`src/verilog/ubt_defines.svh`:
```
`ifndef TRX_DEFINES_SVH
`define TRX_DEFINES_SVH

// Bits per direction of the data path
`define TRX_WIDTH        17
// Value that the data store takes under reset
`define TRX_DATA_RST     1'b0
// Clock history and synchronised clock pins start high, so that a clock
// that is already high at release is not taken for a rising edge
`define TRX_CLK_PREV_RST 1'b1
// Synchronised active-low output enables start released
`define TRX_OE_N_RST     1'b1
// Value of the other synchroniser stages and output flops under reset
`define TRX_SYNC_RST     1'b0
// Output enables are off under reset
`define TRX_OE_RST       1'b0

`endif

```
`src/verilog/ubt_pkg.sv`:
```
`include "ubt_defines.svh"

package trx_pkg;

  // Path controls of one direction
  typedef struct packed {
    logic clock_enable_n;
    logic latch_enable;
    logic clock;
  } dir_ctrl_t;

  // Every pin that the device samples
  typedef struct packed {
    dir_ctrl_t                ab;
    dir_ctrl_t                ba;
    logic                     ab_output_enable_n;
    logic                     ba_output_enable_n;
    logic                     edge_rate_select;
    logic                     backplane_clock_in;
    logic [`TRX_WIDTH-1:0]    a_data;
    logic [`TRX_WIDTH-1:0]    b_data;
  } pin_in_t;

endpackage

```
`src/verilog/ubt_dir_path.sv`:
```
`timescale 1ns/1ps
`include "ubt_defines.svh"

module trx_dir_path #(
  parameter int WIDTH = `TRX_WIDTH
) (
  input  wire logic               i_clk_sys, // System clock
  input  wire logic               i_rst_n,   // Async reset, active low
  input  wire trx_pkg::dir_ctrl_t i_ctrl,    // Synchronised path controls
  input  wire logic [WIDTH-1:0]   i_data,    // Synchronised source data
  output logic      [WIDTH-1:0]   o_q        // Stored or passed data
);

  logic [WIDTH-1:0] q_r;
  logic [WIDTH-1:0] q_nxt;
  logic             clk_prev_r;
  logic             clk_prev_nxt;
  logic             clk_rise;

  assign clk_rise = i_ctrl.clock & ~clk_prev_r;
  assign o_q      = q_r;

  always_comb
  begin
    clk_prev_nxt = i_ctrl.clock;
    if (i_ctrl.latch_enable)
      q_nxt = i_data;
    else if (!i_ctrl.clock_enable_n && clk_rise)
      q_nxt = i_data;
    else
      q_nxt = q_r;
  end

  always_ff @(posedge i_clk_sys or negedge i_rst_n)
  begin
    if (!i_rst_n)
    begin
      q_r        <= {WIDTH{`TRX_DATA_RST}};
      clk_prev_r <= `TRX_CLK_PREV_RST;
    end
    else
    begin
      q_r        <= q_nxt;
      clk_prev_r <= clk_prev_nxt;
    end
  end

  steady_hold_a: assert property (
    @(posedge i_clk_sys) disable iff (!i_rst_n)
    !i_ctrl.latch_enable && !i_ctrl.clock_enable_n
      && (i_ctrl.clock == clk_prev_r) |=> $stable(q_r))
    else $error("stored data moved with a steady clock");

  latch_close_a: assert property (
    @(posedge i_clk_sys) disable iff (!i_rst_n)
    !i_ctrl.latch_enable && $past(i_ctrl.latch_enable)
      && i_ctrl.clock && clk_prev_r |-> q_r == $past(i_data))
    else $error("latch did not keep the value seen before closing");

  clock_capture_a: assert property (
    @(posedge i_clk_sys) disable iff (!i_rst_n)
    !i_ctrl.latch_enable && !i_ctrl.clock_enable_n && i_ctrl.clock
      && !clk_prev_r |=> q_r == $past(i_data))
    else $error("rising clock did not capture the data");

  inhibit_hold_a: assert property (
    @(posedge i_clk_sys) disable iff (!i_rst_n)
    !i_ctrl.latch_enable && i_ctrl.clock_enable_n |=> $stable(q_r))
    else $error("data moved while the clock was inhibited");

  transparent_pass_a: assert property (
    @(posedge i_clk_sys) disable iff (!i_rst_n)
    i_ctrl.latch_enable |=> q_r == $past(i_data))
    else $error("transparent mode did not pass the data");

endmodule // trx_dir_path

```
`src/verilog/ubt_transceiver.sv`:
```
`timescale 1ns/1ps
`include "ubt_defines.svh"

module trx_transceiver (
  input  wire logic                  i_clk_sys,              // System clock
  input  wire logic                  i_rst_n,                // Reset, low
  input  wire logic                  i_ab_clock_enable_n,    // A-to-B clk en
  input  wire logic                  i_ab_output_enable_n,   // B drive, low
  input  wire logic                  i_ab_latch_enable,      // A-to-B latch
  input  wire logic                  i_ab_clock,             // A-to-B clock
  input  wire logic                  i_ba_clock_enable_n,    // B-to-A clk en
  input  wire logic                  i_ba_output_enable_n,   // A drive, low
  input  wire logic                  i_ba_latch_enable,      // B-to-A latch
  input  wire logic                  i_ba_clock,             // B-to-A clock
  input  wire logic                  i_edge_rate_select,     // High is fast
  input  wire logic [`TRX_WIDTH-1:0] i_a_data,               // A pin level
  input  wire logic [`TRX_WIDTH-1:0] i_b_data,               // B pin level
  input  wire logic                  i_backplane_clock_in,   // Clock pin lvl
  output logic      [`TRX_WIDTH-1:0] o_a_data,               // A drive value
  output logic                       o_a_oe,                 // A drive on
  output logic      [`TRX_WIDTH-1:0] o_b_data,               // B drive value
  output logic                       o_b_oe,                 // B drive on
  output logic                       o_backplane_clock_out,  // Clock value
  output logic                       o_backplane_clock_out_oe, // Clock on
  output logic                       o_card_clock_return,    // Return value
  output logic                       o_card_clock_return_oe, // Return on
  output logic                       o_b_fast_edge           // Fast B edges
);

  trx_pkg::pin_in_t pins;
  trx_pkg::pin_in_t sync1_r;
  trx_pkg::pin_in_t sync2_r;
  trx_pkg::pin_in_t sync1_nxt;
  trx_pkg::pin_in_t sync2_nxt;

  logic a_oe_r;
  logic a_oe_nxt;
  logic b_oe_r;
  logic b_oe_nxt;
  logic bp_clk_r;
  logic bp_clk_nxt;
  logic bp_clk_oe_r;
  logic bp_clk_oe_nxt;
  logic ret_clk_r;
  logic ret_clk_nxt;
  logic ret_clk_oe_r;
  logic ret_clk_oe_nxt;
  logic fast_edge_r;
  logic fast_edge_nxt;

  logic [`TRX_WIDTH-1:0] ab_q;
  logic [`TRX_WIDTH-1:0] ba_q;

  // Synchroniser reset image: output enables released and clocks high, so that
  // nothing drives and no clock edge is seen in the cycles after release
  localparam trx_pkg::dir_ctrl_t CTRL_RST = '{
    clock_enable_n : `TRX_SYNC_RST,
    latch_enable   : `TRX_SYNC_RST,
    clock          : `TRX_CLK_PREV_RST
  };
  localparam trx_pkg::pin_in_t PINS_RST = '{
    ab                 : CTRL_RST,
    ba                 : CTRL_RST,
    ab_output_enable_n : `TRX_OE_N_RST,
    ba_output_enable_n : `TRX_OE_N_RST,
    edge_rate_select   : `TRX_SYNC_RST,
    backplane_clock_in : `TRX_CLK_PREV_RST,
    a_data             : {`TRX_WIDTH{`TRX_SYNC_RST}},
    b_data             : {`TRX_WIDTH{`TRX_SYNC_RST}}
  };

  always_comb
  begin
    pins.ab.clock_enable_n  = i_ab_clock_enable_n;
    pins.ab.latch_enable    = i_ab_latch_enable;
    pins.ab.clock           = i_ab_clock;
    pins.ba.clock_enable_n  = i_ba_clock_enable_n;
    pins.ba.latch_enable    = i_ba_latch_enable;
    pins.ba.clock           = i_ba_clock;
    pins.ab_output_enable_n = i_ab_output_enable_n;
    pins.ba_output_enable_n = i_ba_output_enable_n;
    pins.edge_rate_select   = i_edge_rate_select;
    pins.backplane_clock_in = i_backplane_clock_in;
    pins.a_data             = i_a_data;
    pins.b_data             = i_b_data;
  end

  // Two-stage synchroniser on every pin
  always_comb
  begin
    sync1_nxt = pins;
    sync2_nxt = sync1_r;
  end

  always_ff @(posedge i_clk_sys or negedge i_rst_n)
  begin
    if (!i_rst_n)
    begin
      sync1_r <= PINS_RST;
      sync2_r <= PINS_RST;
    end
    else
    begin
      sync1_r <= sync1_nxt;
      sync2_r <= sync2_nxt;
    end
  end

  trx_dir_path #(
    .WIDTH (`TRX_WIDTH)
  ) u_ab_path (
    .i_clk_sys (i_clk_sys),
    .i_rst_n   (i_rst_n),
    .i_ctrl    (sync2_r.ab),
    .i_data    (sync2_r.a_data),
    .o_q       (ab_q)
  );

  // Mirror path, B data towards A
  trx_dir_path #(
    .WIDTH (`TRX_WIDTH)
  ) u_ba_path (
    .i_clk_sys (i_clk_sys),
    .i_rst_n   (i_rst_n),
    .i_ctrl    (sync2_r.ba),
    .i_data    (sync2_r.b_data),
    .o_q       (ba_q)
  );

  assign o_b_data = ab_q;
  assign o_a_data = ba_q;

  // Drive enables, buffered clock path and edge-rate choice
  always_comb
  begin
    b_oe_nxt       = ~sync2_r.ab_output_enable_n;
    a_oe_nxt       = ~sync2_r.ba_output_enable_n;
    bp_clk_nxt     = sync2_r.ab.clock;
    bp_clk_oe_nxt  = ~sync2_r.ab_output_enable_n;
    ret_clk_nxt    = sync2_r.backplane_clock_in;
    ret_clk_oe_nxt = ~sync2_r.ba_output_enable_n;
    fast_edge_nxt  = sync2_r.edge_rate_select;
  end

  always_ff @(posedge i_clk_sys or negedge i_rst_n)
  begin
    if (!i_rst_n)
    begin
      a_oe_r       <= `TRX_OE_RST;
      b_oe_r       <= `TRX_OE_RST;
      bp_clk_r     <= `TRX_SYNC_RST;
      bp_clk_oe_r  <= `TRX_OE_RST;
      ret_clk_r    <= `TRX_SYNC_RST;
      ret_clk_oe_r <= `TRX_OE_RST;
      fast_edge_r  <= `TRX_SYNC_RST;
    end
    else
    begin
      a_oe_r       <= a_oe_nxt;
      b_oe_r       <= b_oe_nxt;
      bp_clk_r     <= bp_clk_nxt;
      bp_clk_oe_r  <= bp_clk_oe_nxt;
      ret_clk_r    <= ret_clk_nxt;
      ret_clk_oe_r <= ret_clk_oe_nxt;
      fast_edge_r  <= fast_edge_nxt;
    end
  end

  assign o_a_oe                   = a_oe_r;
  assign o_b_oe                   = b_oe_r;
  assign o_backplane_clock_out    = bp_clk_r;
  assign o_backplane_clock_out_oe = bp_clk_oe_r;
  assign o_card_clock_return      = ret_clk_r;
  assign o_card_clock_return_oe   = ret_clk_oe_r;
  assign o_b_fast_edge            = fast_edge_r;

  clock_forward_a: assert property (
    @(posedge i_clk_sys) disable iff (!i_rst_n)
    !sync2_r.ab_output_enable_n |=> o_backplane_clock_out_oe
      && o_backplane_clock_out == $past(sync2_r.ab.clock))
    else $error("enabled side did not forward its clock");

  clock_return_a: assert property (
    @(posedge i_clk_sys) disable iff (!i_rst_n)
    !sync2_r.ba_output_enable_n |=> o_card_clock_return_oe
      && o_card_clock_return == $past(sync2_r.backplane_clock_in))
    else $error("backplane clock not returned to the card");

  feedback_drive_a: assert property (
    @(posedge i_clk_sys) disable iff (!i_rst_n)
    !sync2_r.ab_output_enable_n && !sync2_r.ba_output_enable_n
      |=> o_backplane_clock_out_oe && o_card_clock_return_oe)
    else $error("feedback path not driving both clocks");

  edge_rate_a: assert property (
    @(posedge i_clk_sys) disable iff (!i_rst_n)
    ##1 o_b_fast_edge == $past(sync2_r.edge_rate_select))
    else $error("edge-rate output does not follow its select");

  b_side_float_a: assert property (
    @(posedge i_clk_sys) disable iff (!i_rst_n)
    sync2_r.ab_output_enable_n |=> !o_b_oe && !o_backplane_clock_out_oe)
    else $error("B side driven while disabled");

  a_side_float_a: assert property (
    @(posedge i_clk_sys) disable iff (!i_rst_n)
    sync2_r.ba_output_enable_n |=> !o_a_oe && !o_card_clock_return_oe)
    else $error("A side driven while disabled");

  clock_isolate_a: assert property (
    @(posedge i_clk_sys) disable iff (!i_rst_n)
    sync2_r.ab_output_enable_n && sync2_r.ba_output_enable_n
      |=> !o_backplane_clock_out_oe && !o_card_clock_return_oe)
    else $error("clock outputs not isolated");

  b_side_drive_a: assert property (
    @(posedge i_clk_sys) disable iff (!i_rst_n)
    !sync2_r.ab_output_enable_n |=> o_b_oe)
    else $error("B side not driven while enabled");

  a_side_drive_a: assert property (
    @(posedge i_clk_sys) disable iff (!i_rst_n)
    !sync2_r.ba_output_enable_n |=> o_a_oe)
    else $error("A side not driven while enabled");

endmodule // trx_transceiver

```
`config.mk`:
```
export PLATFORM = sky130hd
export DESIGN_NAME = trx_transceiver
export DESIGN_NICKNAME = d
export VERILOG_FILES = /design/src/verilog/ubt_pkg.sv /design/src/verilog/ubt_dir_path.sv /design/src/verilog/ubt_transceiver.sv
export VERILOG_INCLUDE_DIRS = /design/src /design/src/verilog
export SDC_FILE = /design/constraint.sdc
export NUM_CORES = 1
export LEC_CHECK = 0
export ABC_AREA = 1
export BUFFER_PORTS_ARGS = -buffer_cell sky130_fd_sc_hd__buf_2
export CORE_ASPECT_RATIO = 0.5
export CORE_MARGIN = 2
export CORE_UTILIZATION = 47
export DETAILED_ROUTE_END_ITERATION = 6
export PLACE_DENSITY = 0.85
export SYNTH_ARGS = -nofsm -noshare
export SYNTH_HDL_FRONTEND = slang
export SYNTH_HIERARCHICAL = 1
export SYNTH_SLANG_ARGS = --single-unit
export TNS_END_PERCENT = 50
```
`constraint.sdc`:
```
create_clock -name i_clk_sys -period 1.1 [get_ports i_clk_sys]
set_input_delay 0.055 -clock i_clk_sys [delete_from_list [all_inputs] [get_ports i_clk_sys]]
set_output_delay 0.055 -clock i_clk_sys [all_outputs]
set_load 0.01 [all_outputs]
```
[Yosys cells after proc, flatten, opt, wreduce, memory -nomap -nowiden]
Cells that the tools add are included.
Cells by class
  reduce and logical (&&, ||, !) cells: 6
  bitwise gates (word level): 6
  mux-type cells: 4
Operators with widths (count)
  $mux W17: 4
  $not A1 Y1: 4
  $reduce_bool A2 Y1: 2
  $and A1 B1 Y1: 2
  $logic_and A1 B1 Y1: 2
  $logic_not A1 Y1: 2
Storage, ports and cells
  input port bits: 46
  output and inout port bits: 41
  register bits: 129
  word-level logic and storage cells: 49

[Longest topological paths before layout]
  depth in word-level cells: 5
  depth in mapped cells: 6
  depth with buffers taken out: 5

[Hierarchy]
The synthesis kept the hierarchy.
By module, submodules not included
  trx_transceiver: instances 1, cells an instance 97, sequential area each 2339.7 um2, area each 2362.3 um2
  trx_dir_path: instances 2, cells an instance 77, sequential area each 451.7 um2, area each 725.7 um2

[Worst setup path after synthesis]
OpenSTA, ideal clock, no wires.
  kind: register -> register
  start: register sync2_r (netlist bit bp_clk_nxt)
  end: register u_ab_path.q_r[10], in the netlist u_ab_path/o_q[10]
  stages on the path, launching flop included: 5
  arrival: 0.955 ns
  data required time: 0.983 ns
  setup time: 0.117 ns
  period minus slack after synthesis: 1.071 ns
  setup slack: 0.029 ns
  cell sequence: dfstp_2 > nand3_4 > buf_2 > nand3_1 > nand2_1
Between the ends
  cells in the longest elaborated chain, start to end: 3
Ends and longest elaborated chain
  start, declared: line ubt_transceiver.sv:32  | trx_pkg::pin_in_t sync2_r;
  start signal, assigned: line ubt_transceiver.sv:105  | sync2_r <= sync2_nxt;
  $and A1 B1 Y1: line ubt_dir_path.sv:20  | assign clk_rise = i_ctrl.clock & ~clk_prev_r;
  $logic_and A1 B1 Y1: line ubt_dir_path.sv:28  | else if (!i_ctrl.clock_enable_n && clk_rise)
  $reduce_bool A2 Y1 (no source line)
  end signal, assigned: line ubt_dir_path.sv:38  | q_r <= {WIDTH{`TRX_DATA_RST}};
  end signal, assigned: line ubt_dir_path.sv:43  | q_r <= q_nxt;
  end, declared: line ubt_dir_path.sv:14  | logic [WIDTH-1:0] q_r;
No other way between the ends.
A chain may end at the register's enable or synchronous reset.

[Final worst setup path]
  start: register sync2_r (netlist bit bp_clk_nxt)
  end: register u_ab_path.q_r[13], in the netlist u_ab_path/o_q[13]
The elaborated chain is that of the path after synthesis.

==> flow_summary.yaml <==
cells_and_area:
  fillers: 489
  drive_above_1_share: 0.4161
  final_util: 0.7144
  syn_to_final_growth_pct: 48.79
  fin_nets: 456
timing:
  rsz0062_at_grt: "yes"
  finalSetupViolations: 32
  finalCritPeriodShare: 1.125
  period_minus_slack_ns: 1.237
  finalHoldViolations: 0
  fin_tns_setup_ns: -2.147
  finalClockSkew_ns: 0.009704
  tightestPinTransition_ns: 0.3574
  setup_ws_ns: -0.1374
  final_max_slew_viol_count: 0
  maxClockFrequency_mhz: 808.2
  slew-limit-headroom: 0.7617
job:
  cap_violations: 0
critical_path:
  cp_cell_sequence: "nand3_4 -> buf_6 -> nand3_1 -> nand2_1"
  crit_fanout: 7
  critPathKind: "reg -> reg"
  critical_path.startpoint_type: "register"
  critPathSlowestCell: "dfstp_2"
  cp.arrival_ns: 1.52
  cp_data_required_time_ns: 1.38
  critPathTopFamily: "flip-flops"
  crit_buf_inv: 1
  critPathMaxStageDelay_ns: 0.56
  cp-end-kind: "register"
floorplan:
  ios: 87
  start_util: 0.4802
  die_width_um: 131.4
  fp-row-count: 23
  die-area_mm2: 0.008894
  core-area_mm2: 0.007943
  die_y_um: 67.70
clocking:
  ctsHtreeMaxLevel: 4
  cts_root_buf: "clkbuf_16"
  cts.sinks: 129
  cts_made_buffers: 17
  insertion_delay_ns: 0.40
  clkTransAtPathRegs_ns: 0.05
  cts_tree: "yes"
  cts_max_path_buffers: 2
placed_design:
  gp_congestion: 0.7485
  port_buffers: 86
  dp_hpwl_mm: 4.291
yosys:
  syn_inst: 251
  syn_area_per_cell_um2: 15.19
  synth_top_family_by_area: "simple AND/OR/NAND/NOR gates"
  ys_seq_elements: 129
  ys.warnings.count: 6
  synthesis.nets: 297
  synthAdderAreaFrac: 0
  synthXorXnorAreaFrac: 0
  synthesis.area_mm2: 0.003814
  synthDistinctLibCells: 11
  synth_compound_area_frac: 0
  synth_simple_gate_area_frac: 0.1266
  synthMuxAreaShare: 0
  synth-seq-area-share: 0.8504
drt:
  drt_first_pass_iters: 4
  drt_iter0_markers: 350
  drc_errors: 0
  avgViaCountPerCell: 4.690
  ant_nets: 0
  dr_total_vias: 2514
  wl_mm: 9.681
  avgRoutedWirePerCell_um: 18.06
global_route:
  grt_pass1_vias: 2509
  grt-ovfl-total: 0
  grt_pass1_wl_mm: 13.74
  track_usage: 0.2146
  antenna_found_initial: 0
  grt_max_degree: 34
power_and_ir_drop:
  p_leak_nw: 2.784
  p_per_area_mw_per_mm2: 1939
  peakVddDrop_mv: 1.141
outcome:
  violations: "negative setup slack"
  status: "finished, violations left"
hold_path:
  hold_class: "in -> async"
## worst reg2reg max path: cells and delay by family (launching register included)
kind / cells / cell delay [ns]
flip-flops: 1 / 0.56
AND/OR/NAND/NOR: 3 / 0.37
buffers and inverters: 1 / 0.19
## through the flow
stage | cells | total power [W] | hold slack (ns) | worst slack, ns | cell area (um2)
6_report | 536 | 0.01100 | 0.1061 | -0.1374 | 5674
5_1_grt | 535 | 0.01143 | 0.1249 | -0.1663 | 5672
4_1_cts | 532 | 0.01085 | 0.09912 | -0.01238 | 5475
3_5_place_dp | 451 | 0.005925 | -0.01366 | -0.006528 | 4467
3_3_place_gp | 451 | 0.005896 | -0.01920 | 0.01197 | 4467
2_1_floorplan | 251 | 0.005512 | -0.2406 | 0.02877 | 3814
## path summary, 6_finish.rpt
check / from / slack [ns] / depth (start not counted) / endpoint
setup / recovery: bp_clk_nxt$_DFF_PN1_ / -0.14 / 4 / u_ab_path/o_q[13]$_DFFE_PN0P_
hold / removal: i_rst_n / 0.11 / 2 / sync1_r[33]$_DFF_PN0_
setup reg to reg: bp_clk_nxt$_DFF_PN1_ / -0.14 / 4 / u_ab_path/o_q[13]$_DFFE_PN0P_
hold reg to reg: sync1_r[27]$_DFF_PN0_ / 0.34 / 0 / sync2_r[27]$_DFF_PN0_
max in group asynchronous: i_rst_n / 0.42 / 3 / bp_clk_nxt$_DFF_PN1_
min in group i_clk_sys: i_a_data[7] / 0.29 / 2 / sync1_r[24]$_DFF_PN0_
## power by group
| part | switching [W] | leakage, nW | internal, W | total (W) |
|---|---|---|---|---|
| Combinational | 0.000491 | 1.03 | 0.000417 | 0.000908 |
| Clock | 0.00186 | 0.245 | 0.00299 | 0.00485 |
| Sequential | 0.000168 | 1.51 | 0.00507 | 0.00524 |
## logic make-up (layout without fill, tap and decap cells)
group | after synthesis | after routing
simple gates | 106 | 106
buf+inv | 16 | 188
other cells | 0 | 1
flops | 129 | 129
## cell usage in the layout (no fill, tap or decap), types with 2 or more instances in the layout
| cell type | Yosys | layout |
|---|---|---|
| buf_2 | 4 | 85 |
| nand3_4 | 2 | 5 |
| nand2_8 | 0 | 2 |
| nand2_1 | 68 | 59 |
| nand3_2 | 0 | 19 |
| clkinv_2 | 0 | 2 |
| dfstp_2 | 12 | 12 |
| dlygate4sd3_1 | 0 | 45 |
| buf_12 | 0 | 5 |
| inv_2 | 4 | 5 |
| nand3_1 | 34 | 12 |
| buf_4 | 2 | 10 |
| nand2_2 | 0 | 9 |
| dfrtp_1 | 117 | 117 |
| inv_1 | 4 | 3 |
| clkbuf_1 | 0 | 11 |
| clkbuf_8 | 0 | 2 |
| buf_6 | 2 | 2 |
| clkbuf_16 | 0 | 18 |
## per-layer routing
metal	track usage	up-vias	part of all wire
li1	-	1119	-
met1	0.2580	1267	0.41
met2	0.3664	106	0.52
met3	0.05856	22	0.056
met4	0.1196	0	0.023
met5	0	-	0
## flip-flops by register name (all words and copies together) (netlist names)
name,flops
u_ba_path/o_q,17
bp_clk_nxt,1
fast_edge_nxt,1
o_card_clock_return,1
sync2_r,41
o_a_oe,1
o_backplane_clock_out,1
ret_clk_nxt,1
u_ab_path/clk_prev_r,1
o_b_fast_edge,1
sync1_r,44
o_backplane_clock_out_oe,1
u_ba_path/clk_prev_r,1
u_ab_path/o_q,17
## synth_stat cells
library cell | number | share of area
buf_6 | 2 | 0.0059
dfstp_2 | 12 | 0.083
buf_2 | 4 | 0.0052
inv_1 | 4 | 0.0039
nand3_1 | 34 | 0.045
inv_2 | 4 | 0.0039
dfrtp_1 | 117 | 0.77
nand2_1 | 68 | 0.067
buf_4 | 2 | 0.0039
nand2_4 | 2 | 0.0059
nand3_4 | 2 | 0.0092
## final cells by class
class,instances,area [um2],area share
Inverter,8,30.03,0.005292
Clock inverter,2,10.01,0.001764
Tap cell,112,140.1,0.02470
Sequential cell,129,3243,0.5716
Antenna cell,1,2.502,0.0004410
Multi-Input combinational cell,106,655.6,0.1155
Timing Repair Buffer,148,1099,0.1936
Clock buffer,30,494.2,0.08710
## timing repair
action / CTS / global route
setup buffers: 4 / 2
hold buffers: 45 / 0
setup endpoints to repair: 30 / 34
cloned: 0 / 1
endpoints found under the hold margin: 166 / 0
pin swaps: 2 / 20
resized for setup: 4 / 35
Power figures use the tool's default switching activity.
